File: src/hw/ncs_pkg.sv
// package of constants, types and register map for the node config and indicator block
//
// Overview of operation
// - node id from tens and units switches
// - bit-rate switch maps to eight kbit rates
// - run indicator follows operating state
// - error indicator follows error state
// - termination indicator follows termination switch
// - per-input isolated or ttl path, isolated default
// - counting logic sees falling edges, active low
// - isolated path inverted, invert off passes it
// - ttl path follows pin, invert on flips it
package ncs_pkg;
  // ===========================================================
  // timing
  localparam int unsigned CLK_HZ = 40000000;
  localparam int unsigned FLASH_ON_MS = 200;
  localparam int unsigned FLASH_OFF_MS = 1000;
  localparam int unsigned BLINK_HALF_MS = 200;
  localparam int unsigned FLASH_ON_CYC = (CLK_HZ / 1000) * FLASH_ON_MS;
  localparam int unsigned FLASH_OFF_CYC = (CLK_HZ / 1000) * FLASH_OFF_MS;
  localparam int unsigned BLINK_HALF_CYC = (CLK_HZ / 1000) * BLINK_HALF_MS;
  localparam int unsigned NUM_IN = 8;
  // ===========================================================
  // register map, byte addresses
  localparam logic [7:0] ADDR_CTRL = 8'h00;
  localparam logic [7:0] ADDR_IN_SEL = 8'h04;
  localparam logic [7:0] ADDR_IN_INV = 8'h08;
  localparam logic [7:0] ADDR_SWITCH = 8'h0c;
  localparam logic [7:0] ADDR_IN_LEVEL = 8'h10;
  localparam logic [7:0] ADDR_IRQ_STAT = 8'h14;
  localparam logic [7:0] ADDR_IRQ_CLR = 8'h18;
  localparam logic [7:0] ADDR_IRQ_EN = 8'h1c;
  // reset values: isolated path (0) with invert off on every input
  localparam logic [7:0] IN_SEL_RST = 8'h00;
  localparam logic [7:0] IN_INV_RST = 8'h00;
  // control field positions
  localparam int unsigned CTRL_RUN_LSB = 0;
  localparam int unsigned CTRL_ERR_LSB = 4;
  // switch register field positions
  localparam int unsigned SW_ID_LSB = 0;
  localparam int unsigned SW_RATE_LSB = 8;
  localparam int unsigned SW_KBPS_LSB = 16;
  localparam logic [1:0] RESP_OKAY = 2'b00;
  localparam logic [1:0] RESP_SLVERR = 2'b10;
  // ===========================================================
  // types
  typedef enum logic [1:0] {
    RUN_OFF = 2'h0,
    RUN_STOPPED = 2'h1,
    RUN_PREOP = 2'h2,
    RUN_OPER = 2'h3
  } ncs_run_t;
  typedef enum logic [1:0] {
    ERR_NONE = 2'h0,
    ERR_WARN = 2'h1,
    ERR_GUARD = 2'h2,
    ERR_BUSOFF = 2'h3
  } ncs_err_t;
  typedef struct packed {
    logic run;
    logic err;
    logic term;
  } ncs_led_t;
  typedef struct packed {
    logic [3:0] tens;
    logic [3:0] units;
    logic [2:0] rate;
  } ncs_sw_t;
  // bit rate in kbit/s for the rate switch value
  function automatic logic [10:0] rate_kbps(input logic [2:0] sel);
    logic [10:0] r;
    unique case (sel)
      3'h0: r = 11'd10;
      3'h1: r = 11'd20;
      3'h2: r = 11'd50;
      3'h3: r = 11'd125;
      3'h4: r = 11'd250;
      3'h5: r = 11'd500;
      3'h6: r = 11'd800;
      default: r = 11'd1000;
    endcase
    return r;
  endfunction : rate_kbps
endpackage : ncs_pkg

File: src/hw/ncs_ind_gen.sv
// indicator pattern generator: free-running flash and blink phases
`timescale 1ns/1ps
`default_nettype none
module ncs_ind_gen #(
  parameter int unsigned FLASH_ON = ncs_pkg::FLASH_ON_CYC,
  parameter int unsigned FLASH_OFF = ncs_pkg::FLASH_OFF_CYC,
  parameter int unsigned BLINK_HALF = ncs_pkg::BLINK_HALF_CYC
) (
  // clock and reset
  input wire logic clock,
  input wire logic nrst,
  // pattern phases
  output logic flash,
  output logic blink
);
  logic [25:0] fcnt_reg;
  logic [25:0] bcnt_reg;
  logic flash_reg;
  logic blink_reg;
  logic [25:0] f_lim;
  // each phase reloads from its own length; a shared base would lock blink to flash
  assign f_lim = flash_reg ? 26'(FLASH_ON - 1) : 26'(FLASH_OFF - 1);
  always_ff @(posedge clock or negedge nrst) begin
    if (!nrst) begin
      fcnt_reg <= 26'h0;
      bcnt_reg <= 26'h0;
      flash_reg <= 1'b0;
      blink_reg <= 1'b0;
    end else begin
      fcnt_reg <= (fcnt_reg >= f_lim) ? 26'h0 : fcnt_reg + 26'h1;
      if (fcnt_reg >= f_lim) flash_reg <= ~flash_reg;
      bcnt_reg <= (bcnt_reg >= 26'(BLINK_HALF - 1)) ? 26'h0 : bcnt_reg + 26'h1;
      if (bcnt_reg >= 26'(BLINK_HALF - 1)) blink_reg <= ~blink_reg;
    end
  end
  assign flash = flash_reg;
  assign blink = blink_reg;
endmodule : ncs_ind_gen
`default_nettype wire

File: src/hw/ncs_top.sv
// node config, status indicators and input conditioning with axi4-lite registers
`timescale 1ns/1ps
`default_nettype none
module ncs_top #(
  parameter int unsigned FLASH_ON = ncs_pkg::FLASH_ON_CYC,
  parameter int unsigned FLASH_OFF = ncs_pkg::FLASH_OFF_CYC,
  parameter int unsigned BLINK_HALF = ncs_pkg::BLINK_HALF_CYC
) (
  // clock and reset
  input wire logic clock,
  input wire logic nrst,
  // axi4-lite write address
  input wire logic [7:0] s_axi_awaddr,
  input wire logic s_axi_awvalid,
  output logic s_axi_awready,
  // axi4-lite write data
  input wire logic [31:0] s_axi_wdata,
  input wire logic [3:0] s_axi_wstrb,
  input wire logic s_axi_wvalid,
  output logic s_axi_wready,
  // axi4-lite write response
  output logic [1:0] s_axi_bresp,
  output logic s_axi_bvalid,
  input wire logic s_axi_bready,
  // axi4-lite read address
  input wire logic [7:0] s_axi_araddr,
  input wire logic s_axi_arvalid,
  output logic s_axi_arready,
  // axi4-lite read data
  output logic [31:0] s_axi_rdata,
  output logic [1:0] s_axi_rresp,
  output logic s_axi_rvalid,
  input wire logic s_axi_rready,
  // switch pins
  input wire logic [3:0] sw_id_tens,
  input wire logic [3:0] sw_id_units,
  input wire logic [2:0] sw_rate,
  input wire logic sw_term,
  // counter input pins
  input wire logic [7:0] cnt_pin,
  // configuration outputs
  output logic [6:0] node_id,
  output logic [2:0] rate_sel,
  output logic [10:0] rate_kbps,
  // conditioned inputs to counting logic, active low, and their active-high falling-edge pulses
  output logic [7:0] cnt_in_n,
  output logic [7:0] cnt_fall,
  // indicators
  output ncs_pkg::ncs_led_t led,
  // interrupt
  output logic irq
);
  // ===========================================================
  // pin synchronisers
  ncs_pkg::ncs_sw_t sw_s1_reg;
  ncs_pkg::ncs_sw_t sw_s2_reg;
  logic term_s1_reg;
  logic term_s2_reg;
  logic [7:0] pin_s1_reg;
  logic [7:0] pin_s2_reg;
  // two stages on every pin; switches may be turned while powered
  always_ff @(posedge clock or negedge nrst) begin
    if (!nrst) begin
      sw_s1_reg <= '0;
      sw_s2_reg <= '0;
      term_s1_reg <= 1'b0;
      term_s2_reg <= 1'b0;
      pin_s1_reg <= 8'h00;
      pin_s2_reg <= 8'h00;
    end else begin
      sw_s1_reg <= '{tens: sw_id_tens, units: sw_id_units, rate: sw_rate};
      sw_s2_reg <= sw_s1_reg;
      term_s1_reg <= sw_term;
      term_s2_reg <= term_s1_reg;
      pin_s1_reg <= cnt_pin;
      pin_s2_reg <= pin_s1_reg;
    end
  end

  // ===========================================================
  // configuration decode
  logic [6:0] id_next;
  logic [10:0] kbps_next;
  // tens digit times ten plus units digit
  assign id_next = 7'({sw_s2_reg.tens, 3'h0}) + 7'({sw_s2_reg.tens, 1'h0})
                   + 7'(sw_s2_reg.units);
  assign kbps_next = ncs_pkg::rate_kbps(sw_s2_reg.rate);
  logic [6:0] node_id_reg;
  logic [2:0] rate_sel_reg;
  logic [10:0] kbps_reg;
  always_ff @(posedge clock or negedge nrst) begin
    if (!nrst) begin
      node_id_reg <= 7'h00;
      rate_sel_reg <= 3'h0;
      kbps_reg <= 11'h000;
    end else begin
      node_id_reg <= id_next;
      rate_sel_reg <= sw_s2_reg.rate;
      kbps_reg <= kbps_next;
    end
  end
  assign node_id = node_id_reg;
  assign rate_sel = rate_sel_reg;
  assign rate_kbps = kbps_reg;

  // ===========================================================
  // input conditioning
  logic [7:0] in_sel_reg;
  logic [7:0] in_inv_reg;
  logic [7:0] internal_sig;
  logic [7:0] cond_next;
  logic [7:0] cond_reg;
  // isolated path (sel 0) inverts the pin, ttl path (sel 1) follows it
  assign internal_sig = (~pin_s2_reg & ~in_sel_reg) | (pin_s2_reg & in_sel_reg);
  // invert selection xors the internal signal toward active low
  assign cond_next = internal_sig ^ in_inv_reg;
  always_ff @(posedge clock or negedge nrst) begin
    if (!nrst) begin
      cond_reg <= 8'hff; // idle high so no false edge at release
    end else begin
      cond_reg <= cond_next;
    end
  end
  assign cnt_in_n = cond_reg;
  // falling edge of the active-low signal is the count event
  logic [7:0] fall_reg;
  always_ff @(posedge clock or negedge nrst) begin
    if (!nrst) begin
      fall_reg <= 8'h00;
    end else begin
      fall_reg <= cond_reg & ~cond_next;
    end
  end
  assign cnt_fall = fall_reg;

  // ===========================================================
  // indicators
  logic flash;
  logic blink;
  ncs_ind_gen #(
    .FLASH_ON(FLASH_ON),
    .FLASH_OFF(FLASH_OFF),
    .BLINK_HALF(BLINK_HALF)
  ) u_gen (
    .clock(clock),
    .nrst(nrst),
    .flash(flash),
    .blink(blink)
  );
  ncs_pkg::ncs_run_t run_state_reg;
  ncs_pkg::ncs_err_t err_state_reg;
  logic run_led;
  logic err_led;
  // run indicator per operating state
  always_comb begin
    unique case (run_state_reg)
      ncs_pkg::RUN_OFF: run_led = 1'b0;
      ncs_pkg::RUN_STOPPED: run_led = flash;
      ncs_pkg::RUN_PREOP: run_led = blink;
      ncs_pkg::RUN_OPER: run_led = 1'b1;
    endcase
  end
  // error indicator per error state
  always_comb begin
    unique case (err_state_reg)
      ncs_pkg::ERR_NONE: err_led = 1'b0;
      ncs_pkg::ERR_WARN: err_led = flash;
      ncs_pkg::ERR_GUARD: err_led = blink;
      ncs_pkg::ERR_BUSOFF: err_led = 1'b1;
    endcase
  end
  // one register ahead of the indicator pins keeps them free of decode glitches
  ncs_pkg::ncs_led_t led_reg;
  always_ff @(posedge clock or negedge nrst) begin
    if (!nrst) begin
      led_reg <= '0;
    end else begin
      led_reg <= '{run: run_led, err: err_led, term: term_s2_reg};
    end
  end
  assign led = led_reg;

  // ===========================================================
  // interrupt events: any count edge, id change, rate change, term change
  logic [10:0] ev_next;
  logic [10:0] irq_stat_reg;
  logic [10:0] irq_en_reg;
  logic [10:0] irq_clr;
  logic ev_id;
  logic ev_rate;
  logic ev_term;
  // a change shows for one cycle, while the registered copy still holds the old value
  assign ev_id = node_id_reg != id_next;
  assign ev_rate = rate_sel_reg != sw_s2_reg.rate;
  assign ev_term = term_s2_reg != led_reg.term;
  // status order: termination, rate, id, then one bit per counter input
  assign ev_next = {ev_term, ev_rate, ev_id, fall_reg};

  // ===========================================================
  // axi4-lite slave
  logic aw_hold_reg;
  logic w_hold_reg;
  logic [7:0] aw_addr_reg;
  logic [31:0] w_data_reg;
  logic [3:0] w_strb_reg;
  logic bvalid_reg;
  logic [1:0] bresp_reg;
  logic rvalid_reg;
  logic [31:0] rdata_reg;
  logic [1:0] rresp_reg;
  logic wr_go;
  logic rd_go;
  logic wr_map;
  logic rd_map;
  logic [31:0] rd_mux;
  logic wr_ctrl;
  logic wr_in_sel;
  logic wr_in_inv;
  logic wr_irq_en;
  logic wr_irq_clr;
  logic [31:0] ctrl_rd;
  // accept each channel once, one write outstanding until bready
  assign s_axi_awready = !aw_hold_reg && !bvalid_reg;
  assign s_axi_wready = !w_hold_reg && !bvalid_reg;
  assign wr_go = aw_hold_reg && w_hold_reg && !bvalid_reg;
  assign s_axi_arready = !rvalid_reg;
  assign rd_go = s_axi_arvalid && s_axi_arready;
  assign wr_map = (aw_addr_reg == ncs_pkg::ADDR_CTRL) || (aw_addr_reg == ncs_pkg::ADDR_IN_SEL)
                  || (aw_addr_reg == ncs_pkg::ADDR_IN_INV) || (aw_addr_reg == ncs_pkg::ADDR_IRQ_CLR)
                  || (aw_addr_reg == ncs_pkg::ADDR_IRQ_EN);
  // field writes need the low byte lane; without it the write answers but changes nothing
  assign wr_ctrl = wr_go && w_strb_reg[0] && (aw_addr_reg == ncs_pkg::ADDR_CTRL);
  assign wr_in_sel = wr_go && w_strb_reg[0] && (aw_addr_reg == ncs_pkg::ADDR_IN_SEL);
  assign wr_in_inv = wr_go && w_strb_reg[0] && (aw_addr_reg == ncs_pkg::ADDR_IN_INV);
  assign wr_irq_en = wr_go && w_strb_reg[0] && (aw_addr_reg == ncs_pkg::ADDR_IRQ_EN);
  assign wr_irq_clr = wr_go && w_strb_reg[0] && (aw_addr_reg == ncs_pkg::ADDR_IRQ_CLR);
  // the upper status bits of a clear ride on the second byte lane
  assign irq_clr = wr_irq_clr
                   ? {w_strb_reg[1] ? w_data_reg[10:8] : 3'h0, w_data_reg[7:0]} : 11'h000;
  // control readback places each state at its own field position
  assign ctrl_rd = (32'(run_state_reg) << ncs_pkg::CTRL_RUN_LSB)
                   | (32'(err_state_reg) << ncs_pkg::CTRL_ERR_LSB);
  // read data selection; the map ends at the enable register
  assign rd_map = (s_axi_araddr <= ncs_pkg::ADDR_IRQ_EN) && (s_axi_araddr[1:0] == 2'h0);
  assign rd_mux =
    (s_axi_araddr == ncs_pkg::ADDR_CTRL) ? ctrl_rd :
    (s_axi_araddr == ncs_pkg::ADDR_IN_SEL) ? {24'h0, in_sel_reg} :
    (s_axi_araddr == ncs_pkg::ADDR_IN_INV) ? {24'h0, in_inv_reg} :
    (s_axi_araddr == ncs_pkg::ADDR_SWITCH) ?
      ((32'(node_id_reg) << ncs_pkg::SW_ID_LSB) | (32'(rate_sel_reg) << ncs_pkg::SW_RATE_LSB)
       | (32'(kbps_reg) << ncs_pkg::SW_KBPS_LSB)) :
    (s_axi_araddr == ncs_pkg::ADDR_IN_LEVEL) ? {24'h0, cond_reg} :
    (s_axi_araddr == ncs_pkg::ADDR_IRQ_STAT) ? {21'h0, irq_stat_reg} :
    (s_axi_araddr == ncs_pkg::ADDR_IRQ_EN) ? {21'h0, irq_en_reg} : 32'h0;
  // capture address and data in either order
  always_ff @(posedge clock or negedge nrst) begin
    if (!nrst) begin
      aw_hold_reg <= 1'b0;
      w_hold_reg <= 1'b0;
      aw_addr_reg <= 8'h00;
      w_data_reg <= 32'h0;
      w_strb_reg <= 4'h0;
    end else begin
      if (s_axi_awvalid && s_axi_awready) begin
        aw_hold_reg <= 1'b1;
        aw_addr_reg <= s_axi_awaddr;
      end else if (wr_go) begin
        aw_hold_reg <= 1'b0;
      end
      if (s_axi_wvalid && s_axi_wready) begin
        w_hold_reg <= 1'b1;
        w_data_reg <= s_axi_wdata;
        w_strb_reg <= s_axi_wstrb;
      end else if (wr_go) begin
        w_hold_reg <= 1'b0;
      end
    end
  end
  // write response
  always_ff @(posedge clock or negedge nrst) begin
    if (!nrst) begin
      bvalid_reg <= 1'b0;
      bresp_reg <= ncs_pkg::RESP_OKAY;
    end else begin
      if (wr_go) begin
        bvalid_reg <= 1'b1;
        bresp_reg <= wr_map ? ncs_pkg::RESP_OKAY : ncs_pkg::RESP_SLVERR;
      end else if (s_axi_bready) begin
        bvalid_reg <= 1'b0;
      end
    end
  end
  // writable registers, low byte lane carries fields, second lane the upper enable bits
  always_ff @(posedge clock or negedge nrst) begin
    if (!nrst) begin
      run_state_reg <= ncs_pkg::RUN_OFF;
      err_state_reg <= ncs_pkg::ERR_NONE;
      in_sel_reg <= ncs_pkg::IN_SEL_RST;
      in_inv_reg <= ncs_pkg::IN_INV_RST;
      irq_en_reg <= 11'h000;
    end else begin
      if (wr_ctrl) begin
        run_state_reg <= ncs_pkg::ncs_run_t'(w_data_reg[ncs_pkg::CTRL_RUN_LSB +: 2]);
        err_state_reg <= ncs_pkg::ncs_err_t'(w_data_reg[ncs_pkg::CTRL_ERR_LSB +: 2]);
      end
      if (wr_in_sel) in_sel_reg <= w_data_reg[7:0];
      if (wr_in_inv) in_inv_reg <= w_data_reg[7:0];
      if (wr_irq_en) begin
        irq_en_reg <= {w_strb_reg[1] ? w_data_reg[10:8] : irq_en_reg[10:8], w_data_reg[7:0]};
      end
    end
  end
  // sticky status: a new event wins over a clear in the same cycle
  always_ff @(posedge clock or negedge nrst) begin
    if (!nrst) begin
      irq_stat_reg <= 11'h000;
    end else begin
      irq_stat_reg <= (irq_stat_reg & ~irq_clr) | ev_next;
    end
  end
  // read channel
  always_ff @(posedge clock or negedge nrst) begin
    if (!nrst) begin
      rvalid_reg <= 1'b0;
      rdata_reg <= 32'h0;
      rresp_reg <= ncs_pkg::RESP_OKAY;
    end else begin
      if (rd_go) begin
        rvalid_reg <= 1'b1;
        rdata_reg <= rd_mux;
        rresp_reg <= rd_map ? ncs_pkg::RESP_OKAY : ncs_pkg::RESP_SLVERR;
      end else if (s_axi_rready) begin
        rvalid_reg <= 1'b0;
      end
    end
  end
  // answer channels leave straight from flops
  assign s_axi_bvalid = bvalid_reg;
  assign s_axi_bresp = bresp_reg;
  assign s_axi_rvalid = rvalid_reg;
  assign s_axi_rdata = rdata_reg;
  assign s_axi_rresp = rresp_reg;
  // level interrupt, high while an enabled status bit is set
  assign irq = |(irq_stat_reg & irq_en_reg);
endmodule : ncs_top
`default_nettype wire

File: config.mk
export PLATFORM = sky130hd
export DESIGN_NAME = ncs_top
export DESIGN_NICKNAME = d
export VERILOG_FILES = /design/src/hw/ncs_pkg.sv /design/src/hw/ncs_ind_gen.sv /design/src/hw/ncs_top.sv
export SDC_FILE = /design/constraint.sdc
export NUM_CORES = 1
export LEC_CHECK = 0
export ABC_AREA = 0
export BUFFER_PORTS_ARGS = -buffer_cell sky130_fd_sc_hd__clkbuf_2
export CAP_MARGIN = 30
export CELL_PAD_IN_SITES_DETAIL_PLACEMENT = 1
export CELL_PAD_IN_SITES_GLOBAL_PLACEMENT = 2
export CORE_MARGIN = 3
export CORE_UTILIZATION = 37
export CTS_CLUSTER_SIZE = 30
export DETAILED_ROUTE_END_ITERATION = 10
export MAX_ROUTING_LAYER = met4
export PLACE_DENSITY_LB_ADDON = 0.25
export SKIP_LAST_GASP = 1
export SLEW_MARGIN = 20
export SYNTH_ARGS = -nofsm -noshare
export SYNTH_HDL_FRONTEND = slang
export SYNTH_SLANG_ARGS = --single-unit
File: constraint.sdc
create_clock -name clock -period 3.25 [get_ports clock]
set_clock_uncertainty 0.05 [all_clocks]
set_input_delay 0.1625 -clock clock [delete_from_list [all_inputs] [get_ports clock]]
set_output_delay 0.1625 -clock clock [all_outputs]
set_load 0.02 [all_outputs]
==> Word-level counts from Yosys, hierarchy flattened <==
Index checks and enable logic that the tools add are counted.
{ "totals": {"reg_bits": 237, "word_cells": 146, "out_inout_bits": 82} }
{ "classes": {"mux": 24, "order_cmp": 3, "n_eq_ne": 25, "reduce_logical": 34, "n_bitwise": 17, "n_addsub": 4} }
{ "op_table": {"columns": ["cell", "n"], "rows": [
  ["27-bit two-way mux", 4],
  ["26-bit two-way mux", 3],
  ["10-bit one-hot mux with 7 select lines", 1],
  ["26-bit by 1-bit adder with 26-bit output, second input constant", 2],
  ["11-bit two-way mux", 4],
  ["8-bit by 5-bit == test with 1-bit output, second input constant", 5],
  ["11-bit by 27-bit OR with 27-bit output", 1],
  ["26-bit by 23-bit greater-or-equal comparator with 1-bit output, second input constant", 1],
  ["26-bit greater-or-equal comparator", 1],
  ["8-bit bitwise AND", 3],
  ["8-bit by 4-bit == test with 1-bit output, second input constant", 3],
  ["8-bit inverter", 3],
  ["11-bit bitwise AND", 2],
  ["8-bit by 3-bit == test with 1-bit output, second input constant", 2],
  ["8-bit logical NOT", 2],
  ["1-bit logical AND", 14],
  ["11-bit inverter", 1],
  ["11-bit OR", 1],
  ["7-bit by 11-bit OR with 11-bit output", 1],
  ["11-bit OR reduction", 1],
  ["3-bit == test, second input constant", 3],
  ["2-bit == test, second input constant", 4],
  ["8-bit by 5-bit <= comparator with 1-bit output, second input constant", 1],
  ["8-bit OR", 1],
  ["other kinds (21)", 43]
]} }

==> Logic depth before layout (Yosys ltp) <==
Gate-level depths: netlist of the first run.
{ "depth": {"depth_word": 8, "ltp_mapped": 8} }

==> By module <==
Synthesis of the first run repeated with hierarchy kept, for this count alone.
{ "unflattened": {"cells_unflattened": 803, "hier_area_um2": 9621.7} }
{ "modules_own_cells": {"columns": ["module", "n_inst", "area_each_um2", "seq_area_each_um2", "cells_each"], "rows": [
  ["ncs_top", 1, 6970.4, 4239.1, 536],
  ["ncs_ind_gen", 1, 2651.3, 1351.3, 267]
]} }

==> Worst setup path before layout of the first run <==
Ideal clock, no wire load.
{ "synth_path": {"path_kind": "flip-flop to flip-flop", "start": "register sw_s2_reg[6] (netlist name)", "end": "register irq_stat_reg[8]", "path_buffers": 0, "required_time_ns": 3.067, "t_arrival_ns": 2.073, "path_stages_with_launch": 8, "slack_ns": 0.995, "cell_sequence": "dfrtp_1 > fa_1 > fa_1 > a21o_1 > a21oi_1 > xnor2_1 > xnor2_1 > nand4_1"} }
{ "synth_between": {"elab_chain_len": 3} }
{ "synth_rtl": {"columns": ["element", "line_no", "source"], "rows": [
  ["from (decl)", "ncs_top.sv:56", "ncs_pkg::ncs_sw_t sw_s2_reg;"],
  ["from (signal assigned)", "ncs_top.sv:72", "sw_s2_reg <= sw_s1_reg;"],
  ["7-bit by 4-bit adder with 7-bit output", "ncs_top.sv:86", "+ 7'(sw_s2_reg.units);"],
  ["named net id_next[6]", "ncs_top.sv:82", "logic [6:0] id_next;"],
  ["7-bit != test", "ncs_top.sv:193", "assign ev_id = node_id_reg != id_next;"],
  ["11-bit OR", "ncs_top.sv:318", "irq_stat_reg <= (irq_stat_reg & ~irq_clr) | ev_next;"],
  ["to (signal assigned)", "ncs_top.sv:318", null],
  ["to (decl)", "ncs_top.sv:186", "logic [10:0] irq_stat_reg;"]
]} }
The timed path passes the listed nets, and every way through them passes these cells.
A chain may end at the register's enable or synchronous reset.

==> Worst setup path in the final report of the first run <==
{ "layout_path": {"start": "register aw_addr_reg[0]", "end": "register in_sel_reg[7]"} }
{ "layout_between": {"elab_chain_len": 2} }
{ "layout_rtl": {"columns": ["element", "line_no", "source"], "rows": [
  ["from (decl)", "ncs_top.sv:203", "logic [7:0] aw_addr_reg;"],
  ["from (signal assigned)", "ncs_top.sv:266", "aw_addr_reg <= s_axi_awaddr;"],
  ["8-bit by 3-bit == test with 1-bit output", "ncs_top.sv:233", "assign wr_in_sel = wr_go && w_strb_reg[0] && (aw_addr_reg == ncs_pkg::ADDR_IN_SEL);"],
  ["1-bit logical AND", "ncs_top.sv:233", null],
  ["to (signal assigned)", "ncs_top.sv:298", "in_sel_reg <= ncs_pkg::IN_SEL_RST;"],
  ["to (signal assigned)", "ncs_top.sv:306", "if (wr_in_sel) in_sel_reg <= w_data_reg[7:0];"],
  ["to (decl)", "ncs_top.sv:108", "logic [7:0] in_sel_reg;"]
]} }
No other way between the ends.

==> results of run 1 <==
==> final timing paths <==
check	endpoint	slack [ps]	cells after the start
worst min-delay path	w_hold_reg	20	3
worst max register to register	in_sel_reg[7]	790	5
worst max-delay path	in_sel_reg[7]	790	5
max in group asynchronous	led[1]	2060	3
worst min register to register	term_s2_reg	300	0
min in group asynchronous	aw_hold_reg	230	2
==> metal layers <==
layer  wire length [um]  vias to the layer above  track usage (%)
met5                  0                        -                -
met4                608                        0             4.52
met3                812                       40             2.26
met2              11700                      119             29.6
met1              10600                     3365             23.4
li1                   -                     3103                -
==> synthesized netlist by cell type, drive strengths merged (2+ instances only) <==
cell | instances | area, um^2
dfrtp | 215 | 5380
nor2 | 74 | 280
mux2 | 56 | 631
nand2 | 47 | 176
xnor2 | 39 | 342
xor2 | 37 | 324
nand3 | 28 | 140
buf | 21 | 136
o21ai | 21 | 105
clkbuf | 18 | 67.6
ha | 18 | 225
nor3 | 17 | 85.1
a21oi | 15 | 75.1
nor2b | 14 | 87.6
nand4 | 13 | 81.3
a21o | 12 | 90.1
a22o | 12 | 105
and3 | 11 | 68.8
inv | 11 | 41.3
mux2i | 11 | 110
nand2b | 9 | 56.3
nor4 | 9 | 68.8
a31oi | 8 | 50.1
and4 | 8 | 70.1
dfstp | 8 | 210
and2 | 5 | 31.3
a221oi | 4 | 35.0
a22oi | 4 | 30.0
a221o | 3 | 30.0
a31o | 3 | 26.3
or4 | 3 | 26.3
a32oi | 2 | 17.5
and4b | 2 | 20.0
fa | 2 | 40.0
nand3b | 2 | 15.0
o2111ai | 2 | 17.5
o21a | 2 | 15.0
o221ai | 2 | 17.5
o311ai | 2 | 17.5
o31ai | 2 | 28.8
==> kinds of logic (layout without fill, tap and decap cells) <==
family	Yosys count	count (layout)
AND/OR/NAND/NOR	248	248
flip-flops	223	223
AO/OA/AOI/OAI	101	101
XOR/XNOR	76	76
multiplexers	68	68
buffers and inverters	50	238
adder cells (fa/ha/maj)	20	20
other	1	17
==> metrics by stage <==
stage / setup slack (ps) / hold slack (ps) / power, mW / util, % / cells
2_1_floorplan: 995 / -183 / 4.12 / - / 803
3_3_place_gp: 641 / 221 / 4.57 / 41.7 / 1227
3_5_place_dp: 788 / 222 / 4.60 / 41.7 / 1227
4_1_cts: 769 / 4.28 / 7.64 / 46.9 / 1321
5_1_grt: 685 / 29.4 / 7.88 / 46.9 / 1321
6_report: 790 / 20.9 / 7.50 / 46.9 / 1321
==> power by group <==
group / leakage [nW] / internal, mW / total (mW) / switching (mW)
Combinational: 2.24 / 0.498 / 1.10 / 0.599
Sequential: 2.79 / 3.12 / 3.49 / 0.365
Clock: 0.422 / 1.80 / 2.92 / 1.12
==> critical path, stage by stage (launching register included) <==
cell and delay, ps:
dfrtp_1 380, or4_4 560, nor4_2 290, nand2b_1 150, nor2_2 520, mux2_2 400
==> layout make-up <==
cell class | count | area (um^2) | area share (%)
Sequential cell | 223 | 5590 | 47.2
Clock inverter | 5 | 78.8 | 0.665
Multi-Input combinational cell | 530 | 3750 | 31.6
Inverter | 11 | 41.3 | 0.348
Timing Repair Buffer | 179 | 1200 | 10.1
Clock buffer | 43 | 786 | 6.63
Tap cell | 330 | 413 | 3.48
==> results.py, run 1 <==
metrics = {
    "timing": {
        "hold_viol": 0,
        "fin_crit_ps": 2460,
        "setup_tns_ps": 0,
        "relSlewSlack_pct": 37.5,
        "final-setup-viol-count": 0,
        "rsz0062_at_grt": "no",
        "slew_viol_final": 0,
        "max_freq_mhz": 407,
        "final.period_utilization_pct": 75.7,
        "worstMarginPinSlew_ps": 933,
    },
    "global_routing": {
        "grt_max_degree": 106,
        "grt_util_all_layers_pct": 17.8,
        "grt_pass1_vias": 7291,
        "antenna_found_initial": 0,
        "overflow": 0,
        "grt_pass1_wl_mm": 39.2,
    },
    "clock_network": {
        "postCtsSetupBuffers": 0,
        "cts.repair.resized": 0,
        "clock_latency_ps": 520,
        "cts_hold_buf": 46,
        "cts_max_level": 1,
        "cts-buffers-inserted": 26,
        "cts_tree": "yes",
        "ctsLongestPathBuffers": 3,
        "cts-root-buf": "clkbuf_16",
        "clk_pin_slew_ps": 60,
        "cts.sinks": 223,
    },
    "job": {
        "maxCapViolCount": 0,
    },
    "drt": {
        "firstDrtPassIters": 4,
        "ant_nets": 0,
        "wl_per_cell_um": 17.9,
        "routed_via_density": 5.02,
        "vias": 6627,
        "first_iter_violations": 266,
        "remaining_drc_errors": 0,
        "drt_wl_total_mm": 23.7,
    },
    "setup_path": {
        "crit_type": "register to register",
        "r2r_start": "aw_addr_reg[0]",
        "required_ps": 3610,
        "critPathLaunchType": "register",
        "critical_path.max_fanout": 8,
        "critPathArrivalTime_ps": 2820,
        "startpoint": "aw_addr_reg[0]",
        "endpoint_kind": "register",
    },
    "final_layout": {
        "syn_to_final_growth_pct": 24.6,
        "mostFrequentLayoutCell": "dfrtp_1",
        "post_route_cells_drive_above_1_share_pct": 24.9,
        "nNetsFinal": 1070,
        "final_cell_mix": "dfrtp_1 (215), clkbuf_2 (122), nor2_1 (73)",
        "nFillCells": 2732,
        "design_area_mm2": 0.0119,
        "antenna_cells": 0,
    },
    "yosys": {
        "synth_xor_area_share_pct": 6.99,
        "synth_seq_cells": 223,
        "synthArstFlopShare_pct": 100,
        "synth_cells": 787,
        "synth_area_mm2": 0.00952,
        "synthMuxAreaShare_pct": 8.02,
        "synth-seq-area-share_pct": 58.7,
        "synth_edf_count": 0,
        "synth.distinct_cells": 62,
        "synth_compound_area_share_pct": 7.60,
        "synthSimpleGateAreaFrac_pct": 13.2,
        "avgSynthCellArea_um2": 12.1,
        "ys_warn_count": 0,
        "synth_top_family_by_area": "simple AND/OR/NAND/NOR gates",
        "synth-main-ff-cell": "dfrtp_1",
        "synthAdderAreaFrac_pct": 2.79,
    },
    "floorplan": {
        "die_h_um": 166,
        "io_pins": 161,
        "start_util_pct": 37.7,
        "rows": 58,
        "fp.dieArea_mm2": 0.0277,
        "die_x_um": 166,
        "core_region_area_mm2": 0.0253,
    },
    "power_and_ir_drop": {
        "powerDensity_mw_per_mm2": 633,
        "ir_worst_vdd_v": 0.000395,
        "leakage_nw": 5.45,
    },
    "min_path": {
        "min_from": "s_axi_wvalid",
        "hold_class": "input pin to register",
    },
    "place": {
        "io_buffers": 123,
        "dp_hpwl_mm": 16.5,
        "gp_congestion": 0.780,
        "place_area_mm2": 0.0105,
    },
    "outcome": {
        "status": "complete, no violations",
    },
}
(Power assumes the default switching activity.)
==> run 2, diff against run 1 <==
Settings changed: CORE_UTILIZATION 37 to 34.
Clock period 3.25 ns to 2.1 ns, I/O delays scaled along.
==> run 2 against run 1 <==
  * Fmax up 12%
  * Largest power group unchanged
  * Largest cell class unchanged
  * Sequential cell count unchanged
  * The flow now finishes with violations (negative setup slack)
  * Power is 55% higher
  * Die area up 8.5%
  * Highest routed layer unchanged
  * First-iteration DRC count increased by 24%
  * Global-route usage decreased by 0.56 points
  * Sequential power increased by 55%
  * Clock power grew 49%
  * Count of clock-buffer cells in the layout is 1 lower
  * Via count increased by 1.3%
==> results.py, run 2 (synthesized netlist as in run 1, its figures left out) <==
metrics = {
    "power_and_ir_drop": {
        "ir_worst_vdd_v": 0.000648,
        "leakage_nw": 5.71,
        "p_clk_share_pct": 37.4,
        "switching_power_mw": 3.31,
        "powerDensity_mw_per_mm2": 936,
        "internal_power_mw": 8.29,
        "switching_share_pct": 28.5,
        "power_frac_comb_pct": 15.9,
        "p_seq_share_pct": 46.7,
        "power_mw": 11.6,
    },
    "setup_path": {
        "critical_path.max_fanout": 2,
        "r2r_start": "sw_s2_reg[9]",
        "crit_path_end": "irq_stat_reg[8]",
        "rrSetupSlack_ps": -90,
        "timing.rr.end": "irq_stat_reg[8]",
        "critPathArrivalTime_ps": 2540,
        "endpoint_kind": "register",
        "crit_type": "register to register",
        "rr_worst_depth": 7,
        "startpoint": "sw_s2_reg[9]",
        "critPathLaunchType": "register",
        "required_ps": 2450,
    },
    "drt": {
        "firstDrtPassIters": 4,
        "wl_per_cell_um": 17.7,
        "routed_via_density": 4.76,
        "vias": 6716,
        "remaining_drc_errors": 0,
        "ant_nets": 0,
        "drt_wl_total_mm": 24.9,
        "first_iter_violations": 329,
    },
    "final_layout": {
        "post_route_cells_drive_above_1_share_pct": 28.8,
        "regArea_mm2": 0.00559,
        "mostFrequentLayoutCell": "dfrtp_1",
        "nNetsFinal": 1114,
        "final_cell_mix": "dfrtp_1 (215), clkbuf_2 (122), nor2_1 (73)",
        "syn_to_final_growth_pct": 30.2,
        "final_util_pct": 45.5,
        "nFillCells": 2943,
        "multi_input_area_mm2": 0.00386,
    },
    "place": {
        "gp_congestion": 0.765,
        "io_buffers": 123,
        "place_ws_ps": -131,
        "dp_hpwl_mm": 17.6,
    },
    "job": {
        "maxCapViolCount": 0,
    },
    "global_routing": {
        "grt_pass1_wl_mm": 40.8,
        "antenna_found_initial": 3,
        "grt_util_all_layers_pct": 17.2,
        "grt_pass1_vias": 7411,
        "overflow": 0,
        "grt_max_degree": 57,
    },
    "clock_network": {
        "cts-root-buf": "clkbuf_16",
        "cts.sinks": 223,
        "cts-buffers-inserted": 26,
        "clock_latency_ps": 530,
        "clk_pin_slew_ps": 60,
        "ctsLongestPathBuffers": 3,
        "cts_max_level": 1,
        "cts_tree": "yes",
    },
    "floorplan": {
        "io_pins": 161,
        "rows": 60,
        "die_h_um": 173,
        "fp.dieArea_mm2": 0.0300,
        "start_util_pct": 34.9,
        "die_x_um": 173,
        "core_region_area_mm2": 0.0273,
    },
    "outcome": {
        "violations": "negative setup slack",
        "status": "finished, violations left",
    },
    "timing": {
        "max_freq_mhz": 457,
        "setup_tns_ps": -288,
        "fin_crit_ps": 2190,
        "rsz0062_at_grt": "yes",
        "final.period_utilization_pct": 104,
        "hold_viol": 0,
        "final-setup-viol-count": 6,
        "slew_viol_final": 0,
        "timing.final.ws_setup_ps": -90.1,
    },
    "min_path": {
        "hold_class": "input pin to asynchronous set/reset pin",
    },
}
-- run 2: layout make-up --
cell class	instances	share of cell area (%)
inverters	11	0.333
well taps	372	3.76
repair buffers	223	12.8
diodes	3	0.0606
clock inverters	6	0.283
flip-flops and latches	223	45.1
clock buffers	42	6.47
multi-input cells	530	31.2
-- run 2: layer usage --
metal	vias to the layer above	GRT usage, %	wire (um)
li1	3194	-	-
met1	3368	22.0	11000
met2	119	28.5	12200
met3	35	3.42	1170
met4	0	3.95	575
met5	-	-	0
-- run 2: critical path: stages (launching register included) --
cell and delay [ps]:
dfrtp_1 400, fa_1 530, fa_2 360, a21o_1 180, a21oi_2 160, xnor2_2 150
xnor2_1 140, nand4_1 90
-- run 2: what timing repair did --
item,4_1_cts,5_1_grt
setup buffers,1,2
endpoints found under the hold margin,270,0
pin swaps,8,4
setup endpoints to repair,26,47
resized for setup,16,10
hold buffers,51,0
-- run 2: stage by stage --
step           instance area [um^2]  hold slack (ps)  cells
2_1_floorplan                  9580             -241    803
3_3_place_gp                  10900             17.6   1305
3_5_place_dp                  10900             17.0   1305
4_1_cts                       12300             42.4   1405
5_1_grt                       12400             68.3   1410
6_report                      12400             41.9   1410
-- run 2: how the worst min path moves through the flow --
stage	from	endpoint	slack [ps]	depth (start not counted)
after floorplan	nrst	aw_addr_reg[0]	-240	0
after global placement	nrst	aw_hold_reg	20	1
after detailed placement	nrst	s_axi_bvalid	20	1
after CTS	nrst	s_axi_bvalid	40	2
after global routing	nrst	aw_hold_reg	70	2
final	nrst	s_axi_bvalid	40	2
-- run 2: power groups by stage --
stage                     sequential, mW  clock, mW  combinational [mW]
after floorplan                     5.42          0               0.958
after global placement              5.47          0                1.68
after detailed placement            5.48          0                1.72
after CTS                           5.42       4.49                1.86
after global routing                5.51       4.68                2.02
final                               5.42       4.34                1.84
